--- src/hw/frp_pkg.sv ---
// Constants for the flash row program and protect sequencer.
package frp_pkg;
  // Register word offsets on the bus.
  localparam logic [7:0] OFF_CTRL = 8'h00;
  localparam logic [7:0] OFF_BOUND = 8'h04;
  localparam logic [7:0] OFF_ARRAY = 8'h08;
  localparam logic [7:0] OFF_STAT = 8'h0C;
  // Control register bit positions.
  localparam int PGM_BIT = 0;
  localparam int ERS_BIT = 1;
  localparam int MASS_BIT = 2;
  localparam int HV_BIT = 3;
  // Array window write layout: address low half, byte above it.
  localparam int AW_ADDR_LSB = 0;
  localparam int AW_DATA_LSB = 16;
  // Status register bit positions.
  localparam int ST_SEQERR_BIT = 0;
  localparam int ST_PROTRD_BIT = 1;
  localparam int ST_ROWPROT_BIT = 2;
  localparam int ST_TESTHV_BIT = 3;
  localparam int ST_ARMED_BIT = 4;
  localparam int ST_ROW_LSB = 16;
  // Array geometry and special locations.
  localparam int ROW_LSB = 5;
  localparam int PAGE_LSB = 6;
  localparam logic [1:0] PROT_TOP_BITS = 2'h3;
  localparam logic [15:0] BOUND_ADDR = 16'hFF7E;
  localparam logic [7:0] BOUND_OPEN = 8'hFF;
  localparam logic [7:0] BOUND_VECT = 8'hFE;
  localparam logic [7:0] BOUND_ALL = 8'h00;
  localparam logic [7:0] BOUND_RESET = 8'hFF;
  // Sequencer states.
  typedef enum logic [1:0] {
    FRP_IDLE, FRP_SELECTED, FRP_ARMED, FRP_HV
  } frp_state_t;
endpackage : frp_pkg

--- src/hw/frp_seq.sv ---
// Flash row program sequencer with block protection and bus registers.
//
// Implementation choices: the Wishbone interface to the registers and the register addresses.
`timescale 1ns/1ps
`default_nettype none
module frp_seq #(
  parameter logic [7:0] BOUND_INIT = frp_pkg::BOUND_RESET
) (
  // Clock and reset.
  input wire logic clock,
  input wire logic rst_n,
  // Wishbone classic slave.
  input wire logic wb_cyc_i,
  input wire logic wb_stb_i,
  input wire logic wb_we_i,
  input wire logic [7:0] wb_adr_i,
  input wire logic [3:0] wb_sel_i,
  input wire logic [31:0] wb_dat_i,
  output logic [31:0] wb_dat_o,
  output logic wb_ack_o,
  // Low power request and test voltage pin.
  input wire logic low_power_i,
  input wire logic test_high_voltage_i,
  // Array control.
  output logic pump_on_o,
  output logic array_hv_o,
  output logic prog_mode_o,
  output logic erase_mode_o,
  output logic mass_mode_o,
  output logic array_we_o,
  output logic [15:0] array_addr_o,
  output logic [7:0] array_data_o
);
  logic rst_n_meta_q, rst_n_q, thv_s1_q, thv_s2_q, thv_s3_q, thv_q;
  logic ack_q, pgm_q, ers_q, mass_q, hv_q, prot_rd_q, seq_err_q, we_q;
  logic [31:0] rdat_q;
  logic [7:0] bpr_q, wdata_q, aw_data;
  logic [15:0] row_q, waddr_q, aw_addr, prot_start;
  frp_pkg::frp_state_t st_q;
  logic acc, wr, rd, wr_ctrl, wr_arr, rd_bound, row_prot, byte_prot;
  logic mass_blk, pgm_d, ers_d, hv_req, hv_ok, hv_rise, byte_go;

  // Reset is asserted at once and released through two flops.
  always_ff @(posedge clock or negedge rst_n) begin
    if (!rst_n) begin
      rst_n_meta_q <= 1'b0;
      rst_n_q <= 1'b0;
    end else begin
      rst_n_meta_q <= 1'b1;
      rst_n_q <= rst_n_meta_q;
    end
  end

  // The test voltage pin passes three flops; agreement of two counts.
  always_ff @(posedge clock or negedge rst_n_q) begin
    if (!rst_n_q) begin
      thv_s1_q <= 1'b0;
      thv_s2_q <= 1'b0;
      thv_s3_q <= 1'b0;
      thv_q <= 1'b0;
    end else begin
      thv_s1_q <= test_high_voltage_i;
      thv_s2_q <= thv_s1_q;
      thv_s3_q <= thv_s2_q;
      if (thv_s2_q == thv_s3_q) begin
        thv_q <= thv_s3_q;
      end
    end
  end

  // Bus decode; one access per request, answered one cycle later.
  assign acc = wb_cyc_i & wb_stb_i & ~ack_q;
  assign wr = acc & wb_we_i;
  assign rd = acc & ~wb_we_i;
  assign wr_ctrl = wr & (wb_adr_i == frp_pkg::OFF_CTRL) & wb_sel_i[0];
  assign wr_arr = wr & (wb_adr_i == frp_pkg::OFF_ARRAY) & (&wb_sel_i[2:0]);
  assign rd_bound = rd & (wb_adr_i == frp_pkg::OFF_BOUND);
  assign aw_addr = wb_dat_i[frp_pkg::AW_ADDR_LSB +: 16];
  assign aw_data = wb_dat_i[frp_pkg::AW_DATA_LSB +: 8];

  // Protected range starts at the boundary page and runs to the top.
  assign prot_start = {frp_pkg::PROT_TOP_BITS, bpr_q, 6'h00};
  assign row_prot = ~thv_q & (bpr_q != frp_pkg::BOUND_OPEN)
    & (row_q >= prot_start);
  assign byte_prot = ~thv_q & (bpr_q != frp_pkg::BOUND_OPEN)
    & (aw_addr >= prot_start);
  assign mass_blk = ~thv_q & (bpr_q != frp_pkg::BOUND_OPEN);

  // Selects after a control write; both at once keeps the old pair.
  always_comb begin
    pgm_d = pgm_q;
    ers_d = ers_q;
    if (wr_ctrl && !(wb_dat_i[frp_pkg::PGM_BIT]
        && wb_dat_i[frp_pkg::ERS_BIT])) begin
      pgm_d = wb_dat_i[frp_pkg::PGM_BIT];
      ers_d = wb_dat_i[frp_pkg::ERS_BIT];
    end
  end

  // High voltage needs an armed, read, open row; mass is the written bit.
  assign hv_req = wr_ctrl & wb_dat_i[frp_pkg::HV_BIT] & ~hv_q;
  assign hv_ok = (pgm_d ^ ers_d) & prot_rd_q & (st_q == frp_pkg::FRP_ARMED)
    & ~((ers_d & wb_dat_i[frp_pkg::MASS_BIT])
    ? mass_blk : row_prot);
  assign hv_rise = hv_req & hv_ok & ~low_power_i;
  assign byte_go = wr_arr & pgm_q & hv_q & ~byte_prot
    & (aw_addr[15:frp_pkg::ROW_LSB] == row_q[15:frp_pkg::ROW_LSB]);

  // Control bits; wait or stop drops everything into standby.
  always_ff @(posedge clock or negedge rst_n_q) begin
    if (!rst_n_q) begin
      pgm_q <= 1'b0;
      ers_q <= 1'b0;
      mass_q <= 1'b0;
      hv_q <= 1'b0;
    end else if (low_power_i) begin
      pgm_q <= 1'b0;
      ers_q <= 1'b0;
      mass_q <= 1'b0;
      hv_q <= 1'b0;
    end else if (wr_ctrl) begin
      pgm_q <= pgm_d;
      ers_q <= ers_d;
      mass_q <= wb_dat_i[frp_pkg::MASS_BIT];
      hv_q <= wb_dat_i[frp_pkg::HV_BIT] & (hv_q | hv_ok);
    end
  end

  // Sequence state: select, row latched, high voltage applied.
  always_ff @(posedge clock or negedge rst_n_q) begin
    if (!rst_n_q) begin
      st_q <= frp_pkg::FRP_IDLE;
    end else if (low_power_i) begin
      st_q <= frp_pkg::FRP_IDLE;
    end else begin
      case (st_q)
        frp_pkg::FRP_IDLE: begin
          if (pgm_d | ers_d) begin
            st_q <= frp_pkg::FRP_SELECTED;
          end
        end
        frp_pkg::FRP_SELECTED: begin
          if (!(pgm_d | ers_d)) begin
            st_q <= frp_pkg::FRP_IDLE;
          end else if (wr_arr) begin
            st_q <= frp_pkg::FRP_ARMED;
          end
        end
        frp_pkg::FRP_ARMED: begin
          if (hv_rise) begin
            st_q <= frp_pkg::FRP_HV;
          end else if (!(pgm_d | ers_d)) begin
            st_q <= frp_pkg::FRP_IDLE;
          end
        end
        frp_pkg::FRP_HV: begin
          if (wr_ctrl && !wb_dat_i[frp_pkg::HV_BIT]) begin
            st_q <= (pgm_d | ers_d) ? frp_pkg::FRP_SELECTED
              : frp_pkg::FRP_IDLE;
          end
        end
        default: begin
          st_q <= frp_pkg::FRP_IDLE;
        end
      endcase
    end
  end

  // Row address is latched by the first array write after select.
  always_ff @(posedge clock or negedge rst_n_q) begin
    if (!rst_n_q) begin
      row_q <= 16'h0000;
    end else if (wr_arr && st_q == frp_pkg::FRP_SELECTED) begin
      row_q <= aw_addr;
    end
  end

  // Boundary read flag; a fresh select clears it, the read sets it.
  always_ff @(posedge clock or negedge rst_n_q) begin
    if (!rst_n_q) begin
      prot_rd_q <= 1'b0;
    end else if (rd_bound && (pgm_q | ers_q)) begin
      prot_rd_q <= 1'b1;
    end else if (low_power_i || !(pgm_d | ers_d)
        || (pgm_d & ~pgm_q) || (ers_d & ~ers_q)) begin
      prot_rd_q <= 1'b0;
    end
  end

  // Sticky sequence error; writing one to its status bit clears it.
  always_ff @(posedge clock or negedge rst_n_q) begin
    if (!rst_n_q) begin
      seq_err_q <= 1'b0;
    end else if (hv_req && !prot_rd_q) begin
      seq_err_q <= 1'b1;
    end else if (wr && wb_adr_i == frp_pkg::OFF_STAT && wb_sel_i[0]
        && wb_dat_i[frp_pkg::ST_SEQERR_BIT]) begin
      seq_err_q <= 1'b0;
    end
  end

  // Boundary byte lives in the array: only program or erase alter it.
  always_ff @(posedge clock or negedge rst_n_q) begin
    if (!rst_n_q) begin
      bpr_q <= BOUND_INIT;
    end else if (hv_rise && ers_d && (wb_dat_i[frp_pkg::MASS_BIT]
        || row_q[15:frp_pkg::PAGE_LSB]
        == frp_pkg::BOUND_ADDR[15:frp_pkg::PAGE_LSB])) begin
      bpr_q <= frp_pkg::BOUND_RESET;
    end else if (byte_go && aw_addr == frp_pkg::BOUND_ADDR) begin
      bpr_q <= bpr_q & aw_data;
    end
  end

  // Byte program strobe with the latched address and data.
  always_ff @(posedge clock or negedge rst_n_q) begin
    if (!rst_n_q) begin
      we_q <= 1'b0;
      waddr_q <= 16'h0000;
      wdata_q <= 8'h00;
    end else begin
      we_q <= byte_go & ~low_power_i;
      if (byte_go) begin
        waddr_q <= aw_addr;
        wdata_q <= aw_data;
      end
    end
  end

  // Read data and acknowledge; unmapped offsets read zero.
  always_ff @(posedge clock or negedge rst_n_q) begin
    if (!rst_n_q) begin
      ack_q <= 1'b0;
      rdat_q <= 32'h0000_0000;
    end else begin
      ack_q <= acc;
      rdat_q <= 32'h0000_0000;
      if (rd) begin
        case (wb_adr_i)
          frp_pkg::OFF_CTRL: begin
            rdat_q[frp_pkg::PGM_BIT] <= pgm_q;
            rdat_q[frp_pkg::ERS_BIT] <= ers_q;
            rdat_q[frp_pkg::MASS_BIT] <= mass_q;
            rdat_q[frp_pkg::HV_BIT] <= hv_q;
          end
          frp_pkg::OFF_BOUND: begin
            rdat_q[7:0] <= bpr_q;
          end
          frp_pkg::OFF_STAT: begin
            rdat_q[frp_pkg::ST_SEQERR_BIT] <= seq_err_q;
            rdat_q[frp_pkg::ST_PROTRD_BIT] <= prot_rd_q;
            rdat_q[frp_pkg::ST_ROWPROT_BIT] <= row_prot;
            rdat_q[frp_pkg::ST_TESTHV_BIT] <= thv_q;
            rdat_q[frp_pkg::ST_ARMED_BIT] <= (st_q == frp_pkg::FRP_ARMED);
            rdat_q[frp_pkg::ST_ROW_LSB +: 16] <= row_q;
          end
          default: begin
            rdat_q <= 32'h0000_0000;
          end
        endcase
      end
    end
  end

  // Outputs come straight from the flops above.
  assign wb_ack_o = ack_q;
  assign wb_dat_o = rdat_q;
  assign pump_on_o = hv_q;
  assign array_hv_o = hv_q;
  assign prog_mode_o = pgm_q;
  assign erase_mode_o = ers_q;
  assign mass_mode_o = mass_q;
  assign array_we_o = we_q;
  assign array_addr_o = waddr_q;
  assign array_data_o = wdata_q;
endmodule : frp_seq
`default_nettype wire

--- config.mk ---
export PLATFORM = sky130hd
export DESIGN_NAME = frp_seq
export DESIGN_NICKNAME = d
export VERILOG_FILES = /design/src/hw/frp_pkg.sv /design/src/hw/frp_seq.sv
export SDC_FILE = /design/constraint.sdc
export NUM_CORES = 1
export LEC_CHECK = 0
export ABC_AREA = 1
export BUFFER_PORTS_ARGS = -buffer_cell sky130_fd_sc_hd__buf_4
export CAP_MARGIN = 20
export CORE_MARGIN = 2
export CORE_UTILIZATION = 30
export DETAILED_ROUTE_END_ITERATION = 10
export PLACE_DENSITY = 0.51
export SLEW_MARGIN = 25
export SYNTH_ARGS = -nofsm -noshare
export SYNTH_HDL_FRONTEND = slang
export SYNTH_SLANG_ARGS = --single-unit
--- constraint.sdc ---
create_clock -name clock -period 3.6 [get_ports clock]
set_input_delay 0.72 -clock clock [delete_from_list [all_inputs] [get_ports clock]]
set_output_delay 0.72 -clock clock [all_outputs]
set_load 0.05 [all_outputs]
==> summary.md, run 1 <==
| Metric | Value |
|---|---|
| Critical path required time | `3890 ps` |
| Max Cap Viol | `0` |
| Total power | `2.16 mW` |
| Fin crit share | `74.8%` |
| WS Path Type | `in2reg` |
| Hold_ws | `136 ps` |
| Pwr dens | `390 nW/um^2` |
| Final hold vios | `0` |
| Row count | `43` |
| Reg clk slew, reported paths | `60 ps` |
| IR drop worst, VDD | `0.000204 V` |
| Crit Path Max Fanout | `8` |
| Buffers on Ports | `96` |
| Antenna diodes | `0` |
| CTS Buf Count | `9` |
| FMAX | `371 MHz` |
| Die Area | `15400 um^2` |
| R2r worst-path depth | `13` |
| CTS tree | `yes` |
| Drt wl/cell | `15.1 um` |
| PostCTS Resize Cnt | `0` |
| Area of the mapped netlist | `4340 um^2` |
| Final setup margin | `906 ps` |
| Syn avg cell area | `8.50 um^2` |
| H-tree levels | `3` |
| Clk_skew | `6.30 ps` |
| Drt drc | `0` |
| Leakage | `2.74 nW` |
| Placed Cells | `778` |
| Total Neg Setup Slack | `0 ps` |
| Synth cell types | `39` |
| Worst-Margin Slew | `827 ps` |
| Pins Over Slew Limit | `0` |
| Non-Filler Instances | `794` |
| Via Count | `3739` |
| Outcome | `complete, no violations` |
| Post-CTS setup buffers | `0` |
| Largest net degree at the start of global routing | `65` |
| RR Startpoint | `wb_ack_o` |
| Post-DP HPWL | `9.10 mm` |
| Final Net Count | `677` |
| TritonRoute pass-1 iters | `4` |
| Die X-Extent | `124 um` |
| Fillers | `1440` |
| Share of the yosys chip area belonging to registers | `51.0%` |
| Most used DFF post-synth | `dfrtp_1` |
| Yosys reg bits | `88` |
| Routed Wire Length | `12.0 mm` |
| DRT iter0 DRCs | `191` |
| Initial cell density of the core | `31.0%` |
| Root Buffer | `clkbuf_16` |
| Unrepaired setup endpoints after global routing | `no` |
| GPL Wtd Cong | `0.865` |
| CTS max path bufs | `2` |
| Critical path capture point type | `flop` |
| Worst Hold Class | `in2async` |
| Crit path DAT | `2980 ps` |
| Clk sinks | `88` |
| GRT Residual Overflow | `0` |
| Initial antenna violation count | `0` |
| Fraction of layout cells with a size suffix above 1 | `23.6%` |
| Syn. warnings | `0` |
| Global-route wire length before repair | `20.0 mm` |
| CP startpoint kind | `input pin` |
| Worst setup path startpoint | `wb_adr_i[7]` |
| Antenna-violating nets left | `0` |
| Clock Latency Late Sink | `350 ps` |
| Die Height | `124 um` |
| Cells after synthesis | `510` |
| Post-DP Area | `5230 um^2` |
| Period minus WS final | `2690 ps` |
| Vias in the first global route | `3791` |
| Slew HR | `44.9%` |
| Final instance area | `5550 um^2` |
| Final setup viols | `0` |
| Post-synth ARST share | `100%` |
| Final Util | `39.7%` |
| Avg Vias per Cell | `4.71` |
| I/O pin cnt | `114` |
| Synth-to-layout area growth | `28.0%` |
| Post-Place Worst Slack | `583 ps` |
| Total GRT Usage | `16.3%` |
| Post-CTS Hold Fix Bufs | `0` |
| Post-synth EDFFs | `0` |
| Core box area | `14000 um^2` |
-- cells by family (layout without fill, tap and decap cells) --
kind of cell,Yosys count,in the layout,share of synthesized area [%]
AND/OR/NAND/NOR,245,245,25.0
flip-flops,88,88,51.0
buffers and inverters,84,181,8.48
AO/OA/AOI/OAI,69,69,9.35
adder cells (fa/ha/maj),18,18,5.14
XOR/XNOR,4,4,0.808
other,2,9,0.173
-- synth_stat cells, types with 2 or more instances --
| library cell | n | area, um^2 |
|---|---|---|
| nor3_1 | 8 | 40.0 |
| buf_2 | 3 | 15.0 |
| clkbuf_1 | 6 | 22.5 |
| a21oi_1 | 8 | 40.0 |
| xor2_1 | 4 | 35.0 |
| dfstp_2 | 8 | 210 |
| nor4_2 | 2 | 25.0 |
| inv_1 | 60 | 225 |
| o31ai_1 | 3 | 22.5 |
| o211ai_1 | 4 | 30.0 |
| ha_1 | 17 | 213 |
| inv_2 | 3 | 11.3 |
| dfrtp_1 | 80 | 2000 |
| conb_1 | 2 | 7.51 |
| nand2_1 | 141 | 529 |
| o21ai_0 | 18 | 90.1 |
| nand2_2 | 3 | 18.8 |
| o21ai_2 | 6 | 52.6 |
| o22ai_1 | 2 | 12.5 |
| nor2_1 | 46 | 173 |
| buf_4 | 9 | 67.6 |
| nor2_4 | 2 | 22.5 |
| a31oi_1 | 4 | 25.0 |
| nor3_2 | 2 | 20.0 |
| o21ai_1 | 20 | 100 |
| nand4_1 | 20 | 125 |
| buf_6 | 2 | 22.5 |
| nand3_1 | 16 | 80.1 |
-- power breakdown --
group          internal [mW]  switching (mW)  total, mW
clock                  0.626           0.370      0.996
sequential             0.997          0.0186       1.02
combinational         0.0541          0.0960      0.150
-- cell type report --
| cell class | count | area, um^2 | share of cell area [%] |
|---|---|---|---|
| clock buffers | 13 | 250 | 4.51 |
| repair buffers | 101 | 771 | 13.9 |
| well taps | 180 | 225 | 4.06 |
| multi-input cells | 345 | 1780 | 32.1 |
| clock inverters | 3 | 65.1 | 1.17 |
| flip-flops and latches | 88 | 2220 | 39.9 |
| inverters | 64 | 240 | 4.33 |
-- cells in the final DEF, fill, tap and decap left out, drive strengths merged --
cell,Yosys,final
nor4,4,4
conb,2,9
o22ai,2,2
nand4,20,20
o21ai,44,44
inv,63,63
clkinv,1,2
a22oi,1,1
nor3,10,10
a21oi,8,8
o32ai,1,1
maj3,1,1
dfrtp,80,80
nand2,144,144
or2,1,1
o31ai,3,3
buf,14,101
dfstp,8,8
nor2,49,49
xor2,4,4
o41ai,1,1
nand3,16,16
a31oi,4,4
nand3b,1,1
clkbuf,6,13
o21bai,1,1
bufinv,0,2
o211ai,4,4
ha,17,17
-- per-layer routing --
metal	global-route usage, %	share of wire, %	vias to the layer above
li1	-	-	1828
met1	21.3	45	1789
met2	26.3	47	103
met3	4.60	5.8	19
met4	5.16	1.8	0
met5	0	0	-
-- registers in the layout, indices dropped and copies added (netlist names), 2 cells and up --
register and count:
row_q 16, array_data_o 8, bpr_q 8, wb_dat_o 24, array_addr_o 16, st_q 2
-- critical path, cell delays in order --
cell,delay [ps]
buf_4,110
nor2_1,120
nand2_2,130
nor2_4,230
nand3_1,150
nand2_1,80
o21ai_0,150
ha_1,330
nand2_1,50
nor2_1,140
nand4_1,250
nor2_1,200
nand3b_2,200
nand2_1,130
-- worst paths after layout --
kind	slack, ps	end
max	910	bpr_q[3]
min	140	rst_n_q
max reg2reg	1040	bpr_q[3]
min reg2reg	350	rst_n_q
max in group asynchronous	2320	wb_dat_o[17]
min in group clock	350	rst_n_q
(Power assumes the default switching activity.)
==> run 2: changes to the inputs <==
ABC_AREA = 0   (was 1)
PLACE_DENSITY = 0.53   (was 0.51)
clock period = 2.2 ns   (was 3.6 ns; I/O delays follow)
==> run 2 against run 1 <==
The flow now finishes with violations (negative setup slack). Clock skew is 3.0 ps higher. Non-clock buffer count is 65 higher. Worst hold slack better by 51 ps. Via count is 11% lower. Die area is 2.1% lower. Synthesized area is 2.1% lower. Design area is 12% higher. First-iteration DRC count is 25% lower. Wire length is 3.4% lower. Power is 65% higher. Sequential power is 60% higher. Highest routed layer unchanged.
==> summary.md, run 2 <==
| Metric | Value |
|---|---|
| Die X-Extent | `123 um (-1.0%)` |
| Synth Area in Compound Gates | `7.90% (-1.4 points)` |
| Final Util | `45.0% (+5.3 points)` |
| Critical path required time | `2430 ps (-1460 ps)` |
| Share of the yosys chip area belonging to registers | `52.1% (+1.1 points)` |
| Critical path capture point type | `flop` |
| Met2 usage in global routing | `23.7% (-2.6 points)` |
| Synth-to-layout area growth | `46.6%` |
| Initial cell density of the core | `30.7% (-0.31 points)` |
| Area of the mapped netlist | `4240 um^2 (-2.1%)` |
| CP max stage cell | `dfstp_2` |
| Fraction of synthesized area in multiplexers | `12.8% (+13 points)` |
| Unrepaired setup endpoints after global routing | `yes` |
| Antenna-violating nets left | `0 (unchanged)` |
| Yosys top cell by area | `dfrtp_1` |
| Outcome | `finished with violations` |
| Yosys reg bits | `88 (unchanged)` |
| Most common cell after layout, fill and taps aside | `buf_4` |
| Post-Synth XOR/XNOR Area | `2.27% (+1.5 points)` |
| Cells after synthesis | `351 (-31%)` |
| GPL Wtd Cong | `0.891 (+2.9%)` |
| Buffers on Ports | `96 (unchanged)` |
| Final setup viols | `32 (+32)` |
| Clk sinks | `88 (unchanged)` |
| Non-Filler Instances | `700 (-12%)` |
| Crit Path Max Fanout | `15 (+7)` |
| Largest cells by area after synthesis | `dfrtp_1, mux2_4, ha_1, dfstp_2, mux2_2` |
| Total GRT Usage | `16.2% (-0.098 points)` |
| Crit path DAT | `2640 ps (-340 ps)` |
| Routed Wire Length | `11.6 mm (-3.4%)` |
| CTS tree | `yes` |
| Root Buffer | `clkbuf_16` |
| CP max stage delay | `540 ps (+210 ps)` |
| Hold Path Cell Cnt | `1` |
| CTS Buf Count | `9 (unchanged)` |
| Reg clk slew, reported paths | `70 ps (about the same)` |
| Core box area | `13800 um^2 (-1.2%)` |
| Post-synth EDFFs | `0 (unchanged)` |
| Final hold vios | `0 (unchanged)` |
| Via Count | `3335 (-11%)` |
| Largest family of logic cells by synthesized area | `simple AND/OR/NAND/NOR gates` |
| Post-DP HPWL | `8.79 mm (-3.5%)` |
| Largest register FFs | `24 (unchanged)` |
| Most used DFF post-synth | `dfrtp_1` |
| Pins Over Slew Limit | `0 (unchanged)` |
| Clk_skew | `9.30 ps (+3.00 ps)` |
| Syn avg cell area | `12.1 um^2 (+42%)` |
| GRT Residual Overflow | `0 (unchanged)` |
| Worst path cell trace | `inv_2 > ha_4 > a211o_1 > o211ai_1 > a2111o_1 > o211ai_4 > buf_12 > mux2_4` |
| WS Path Type | `reg2reg` |
| Top post-synthesis cells by count | `dfrtp_1, mux2_4, nor2_1, and2_1, mux2_2` |
| Most numerous cell in the Yosys netlist | `dfrtp_1` |
| Initial antenna violation count | `0 (unchanged)` |
| Synth Area in Adders | `5.25% (+0.11 points)` |
| Routing usage on met3 | `3.51% (-1.1 points)` |
| Final setup margin | `-210 ps (-1120 ps)` |
| Post-synth ARST share | `100% (unchanged)` |
| Max Cap Viol | `0 (unchanged)` |
| Period minus WS final | `2410 ps` |
| Drt drc | `0 (unchanged)` |
| Die Height | `123 um (-1.0%)` |
| Synth top area share | `47.2% (+1.0 points)` |
| Final Net Count | `583 (-14%)` |
| Synth cell types | `56 (+44%)` |
| CTS max path bufs | `2 (unchanged)` |
| TritonRoute pass-1 iters | `4 (unchanged)` |
| Global-route wire length before repair | `17.9 mm (-10%)` |
| I/O pin cnt | `114 (unchanged)` |
| Routing usage on met1 | `22.6% (+1.4 points)` |
| Die Area | `15100 um^2 (-2.1%)` |
| Fraction of layout cells with a size suffix above 1 | `53.1% (+29 points)` |
| IR drop worst, VDD | `0.000338 V (+65%)` |
| Drt wl/cell | `16.6 um (+9.5%)` |
| Clock Latency Late Sink | `350 ps (about the same)` |
| Fillers | `1308 (-9.2%)` |
| Post-Synth Simple-Gate Area | `14.8% (-10 points)` |
| Placed Cells | `675 (-13%)` |
| Top Usage Layer GRT | `met2` |
| Largest net degree at the start of global routing | `87 (+34%)` |
| Leakage | `3.11 nW (+13%)` |
| DRT iter0 DRCs | `143 (-25%)` |
| Violated checks | `negative setup slack` |
| Row count | `43 (unchanged)` |
| Syn. warnings | `0 (unchanged)` |
| Most frequent cells in the layout | `buf_4, dfrtp_1, mux2_4, nor2_1, and2_1` |
| Pwr dens | `575 nW/um^2 (+48%)` |
| R2r worst-path depth | `8 (-5)` |
| H-tree levels | `3 (unchanged)` |
| FMAX | `415 MHz` |
| Antenna diodes | `0 (unchanged)` |
| Worst Hold Class | `in2reg` |
| Avg Vias per Cell | `4.76 (+1.2%)` |
| Hold_ws | `187 ps (+50.6 ps)` |
| Total power | `3.58 mW (+65%)` |
| CP startpoint kind | `flop` |
| Vias in the first global route | `3357 (-11%)` |
| Fin crit share | `110%` |
==> run 2: logic make-up (layout without fill, tap and decap cells) <==
logic type                 count (synthesis)  count (layout)
xor gates and xnor gates                  11              11
and+or+nand+nor                          107             107
buffers and inverters                     35             197
adders and majority gates                 18              18
DFF                                       88              88
muxes                                     41              41
other                                      2               9
AOI/OAI and AO/OA                         49              49
==> run 2: power breakdown <==
part | switching (mW) | internal, mW
combinational | 0.158 | 0.109
clock | 0.646 | 1.03
sequential | 0.00493 | 1.63
total | 0.809 | 2.77
==> run 2: final timing paths <==
check	from	endpoint	slack (ps)
setup / recovery	bpr_q[3]	array_data_o[6]	-210
hold / removal	test_high_voltage_i	thv_s1_q	190
setup reg to reg	bpr_q[3]	array_data_o[6]	-210
hold reg to reg	rst_n_q	array_addr_o[8]	350
max in group asynchronous	rst_n_q	bpr_q[6]	1470
min in group asynchronous	rst_n_q	array_addr_o[8]	350
==> run 2: per-stage QoR <==
stage | setup slack [ps] | instance area (um^2) | setup TNS [ps]
3_5_place_dp | -286 | 5580 | -8440
5_1_grt | -299 | 6220 | -8690
3_3_place_gp | -257 | 5580 | -7990
2_1_floorplan | -133 | 4280 | -4050
4_1_cts | -216 | 6030 | -5110
6_report | -210 | 6220 | -5470
==> run 2: timing repair <==
item	4_1_cts	5_1_grt
endpoints found under the hold margin	2	0
pin swaps	5	17
hold buffers	1	0
gates resized for setup	23	26
setup endpoints to repair	36	45
buffers inserted	1	8
==> run 2: area by class of cell <==
type                    instances  area [um^2]  area share (%)
flip-flops and latches         88         2220            35.7
multi-input cells             235         2090            33.6
repair buffers                166         1300            20.9
clock buffers                  10          239            3.84
well taps                     180          225            3.62
clock inverters                 6         90.1            1.45
inverters                      15         56.3           0.905
==> run 2: worst max-delay path: cells and delay by family, from the launching register on <==
| kind | cells | cell delay, ps |
|---|---|---|
| muxes | 1 | 310 |
| adders and majority gates | 1 | 260 |
| DFF | 1 | 540 |
| AOI/OAI and AO/OA | 4 | 920 |
| buffers and inverters | 2 | 260 |
==> run 2: per-layer routing <==
metal,share of wire [%],vias to the layer above
li1,-,1578
met1,47,1643
met2,45,99
met3,5.1,15
met4,2.1,0
met5,0,-
==> run 3: changes to the inputs <==
CORE_UTILIZATION = 48   (was 30)
PLACE_DENSITY = 0.78   (was 0.53)
==> run 3 against run 2 <==
The flow still finishes with violations (negative setup slack). First-iteration DRC count up 22%. Die area down 36%. Clock power down 27%. Power down 13%. Highest routed layer unchanged. Wire length down 2.1%. Maximum frequency down 1.3%. Clock skew up 1.1 ps. Critical path depth unchanged.
==> summary.md, run 3 (same netlist as run 2, synthesis figures left out) <==
| Metric | Value |
|---|---|
| Final setup margin | `-240 ps (-30.6 ps)` |
| Outcome | `finished with violations` |
| Clock Latency Late Sink | `360 ps (about the same)` |
| Pwr dens | `525 nW/um^2 (-8.8%)` |
| Worst path cell trace | `inv_2 > ha_1 > a41oi_1 > a2111o_1 > o211ai_4 > buf_4 > clkbuf_16 > mux2_4` |
| Most frequent cells in the layout | `buf_4, dfrtp_1, mux2_4, nor2_1, and2_1` |
| Antenna-violating nets left | `0 (unchanged)` |
| CP max stage delay | `550 ps (about the same)` |
| Post-DP HPWL | `8.36 mm (-4.9%)` |
| Root Buffer | `clkbuf_8` |
| IR drop worst, VDD | `0.000349 V (+3.4%)` |
| Core box area | `8640 um^2 (-38%)` |
| RR Startpoint | `bpr_q[4]` |
| Vias in the first global route | `3397 (+1.2%)` |
| Initial antenna violation count | `0 (unchanged)` |
| Sequential share of power | `52.5% (+6.9 points)` |
| Crit Path Max Fanout | `10 (-5)` |
| Max Cap Viol | `0 (unchanged)` |
| Leakage | `3.07 nW (-1.3%)` |
| Gate power share | `8.4% (+0.9 points)` |
| Clk_skew | `10.4 ps (+1.10 ps)` |
| Crit path DAT | `2690 ps (+50 ps)` |
| GRT Residual Overflow | `0 (unchanged)` |
| Worst r2r dst | `array_addr_o[15]` |
| H-tree levels | `3 (unchanged)` |
| Worst Hold Class | `reg2async` |
| Row count | `34 (-21%)` |
| Largest net degree at the start of global routing | `49 (-44%)` |
| Synth-to-layout area growth | `39.8%` |
| Avg Vias per Cell | `5.37 (+13%)` |
| Global-route wire length before repair | `17.9 mm (-0.31%)` |
| CP Capture Point | `array_addr_o[15]` |
| Most common cell after layout, fill and taps aside | `buf_4` |
| CTS max path bufs | `2 (unchanged)` |
| I/O pin cnt | `114 (unchanged)` |
| TritonRoute pass-1 iters | `4 (unchanged)` |
| FMAX | `410 MHz (-1.3%)` |
| Via Count | `3344 (+0.27%)` |
| Final hold vios | `0 (unchanged)` |
| Fin crit share | `111% (+1.4 points)` |
| Critical path required time | `2450 ps (+20 ps)` |
| Initial cell density of the core | `49.1% (+18 points)` |
| CP max stage cell | `dfstp_2` |
| Total GRT Usage | `23.6% (+7.4 points)` |
| Antenna diodes | `0 (unchanged)` |
| CTS tree | `yes` |
| Period minus WS final | `2440 ps (+30.6 ps)` |
| Reg clk slew, reported paths | `80 ps (about the same)` |
| Routed Wire Length | `11.3 mm (-2.1%)` |
| Unrepaired setup endpoints after global routing | `yes` |
| Die Area | `9610 um^2 (-36%)` |
| Pint | `2.40 mW (-13%)` |
| Violated checks | `negative setup slack` |
| Sw frac | `22.8% (+0.22 points)` |
| Critical path capture point type | `flop` |
| Final instance area | `5930 um^2 (-4.6%)` |
| Drt wl/cell | `18.2 um (+10%)` |
| Drt drc | `0 (unchanged)` |
| Share of power burned in the clock network | `39.1% (-7.8 points)` |
| Largest register FFs | `24 (unchanged)` |
| Hold_ws | `146 ps (-40.5 ps)` |
| GPL Wtd Cong | `0.951 (+6.7%)` |
| Fillers | `636 (-51%)` |
| CTS Buf Count | `9 (unchanged)` |
| DRT iter0 DRCs | `174 (+22%)` |
| Fraction of layout cells with a size suffix above 1 | `49.9% (-3.2 points)` |
| Final Net Count | `578 (-0.86%)` |
| CP startpoint kind | `flop` |
| WS Path Type | `reg2reg` |
| Final setup viols | `34 (+6.3%)` |
| R2r worst-path depth | `8 (unchanged)` |
| Post-DP Area | `5470 um^2 (-2.0%)` |
| Die Height | `98.0 um (-20%)` |
| Clk sinks | `88 (unchanged)` |
| Pins Over Slew Limit | `0 (unchanged)` |
| Die X-Extent | `98.0 um (-20%)` |
| P_sw | `0.710 mW (-12%)` |
| Worst setup path startpoint | `bpr_q[4]` |
| Buffers on Ports | `96 (unchanged)` |
| Flop-to-flop setup slack | `-240 ps (-30 ps)` |
-- run 3: how the worst min path moves through the flow --
stage	to	cells past startpoint	start
6_report	array_addr_o[8]	0	rst_n_q
5_1_grt	array_addr_o[8]	0	rst_n_q
4_1_cts	array_addr_o[10]	0	rst_n_q
3_5_place_dp	array_addr_o[10]	0	rst_n_q
3_3_place_gp	array_addr_o[10]	0	rst_n_q
2_1_floorplan	rst_n_meta_q	0	rst_n
-- run 3: worst max-delay path: cells and delay by family (launching register included) --
kind | cells | cell delay, ps
AOI/OAI and AO/OA | 3 | 840
adders and majority gates | 1 | 280
buffers and inverters | 3 | 380
DFF | 1 | 550
muxes | 1 | 290
-- run 3: power by group through the flow --
| stage | sequential (mW) | clock [mW] | combinational (mW) |
|---|---|---|---|
| final | 1.63 | 1.22 | 0.261 |
| after global routing | 1.63 | 1.30 | 0.282 |
| after CTS | 1.63 | 1.23 | 0.255 |
| after detailed placement | 1.66 | 0 | 0.252 |
| after global placement | 1.66 | 0 | 0.246 |
| after floorplan | 1.69 | 0 | 0.0927 |
-- run 3: layout make-up --
type	count	area (um^2)	area share [%]
clock inverters	4	70.1	1.18
multi-input cells	235	2010	33.8
flip-flops and latches	88	2220	37.4
repair buffers	161	1300	21.9
clock buffers	12	145	2.45
well taps	108	135	2.28
inverters	15	56.3	0.949
-- run 3: metrics by stage --
step | setup WS [ps] | utilization (%) | instances | setup TNS, ps | power (mW)
global route | -299 | 68.7 | 623 | -8330 | 3.21
detailed placement | -300 | 63.3 | 600 | -8760 | 1.92
global placement | -221 | 63.3 | 600 | -6900 | 1.91
finish | -240 | 68.7 | 623 | -6060 | 3.11
CTS | -217 | 66.7 | 617 | -4950 | 3.12
floorplan | -133 | - | 358 | -4050 | 1.78
-- run 3: metal layers --
metal	vias to the layer above	wire length [um]	track usage, %
li1	1557	-	-
met1	1665	5050	32.5
met2	99	5470	37.5
met3	23	580	4.29
met4	0	252	8.97
met5	-	0	0
-- run 3: timing repair --
item	in CTS	in global routing
gates cloned	0	2
hold buffers	1	0
resized for setup	16	19
endpoints found under the setup margin	36	37
pin swaps	3	1
buffers inserted	0	4
hold endpoints to repair	2	0
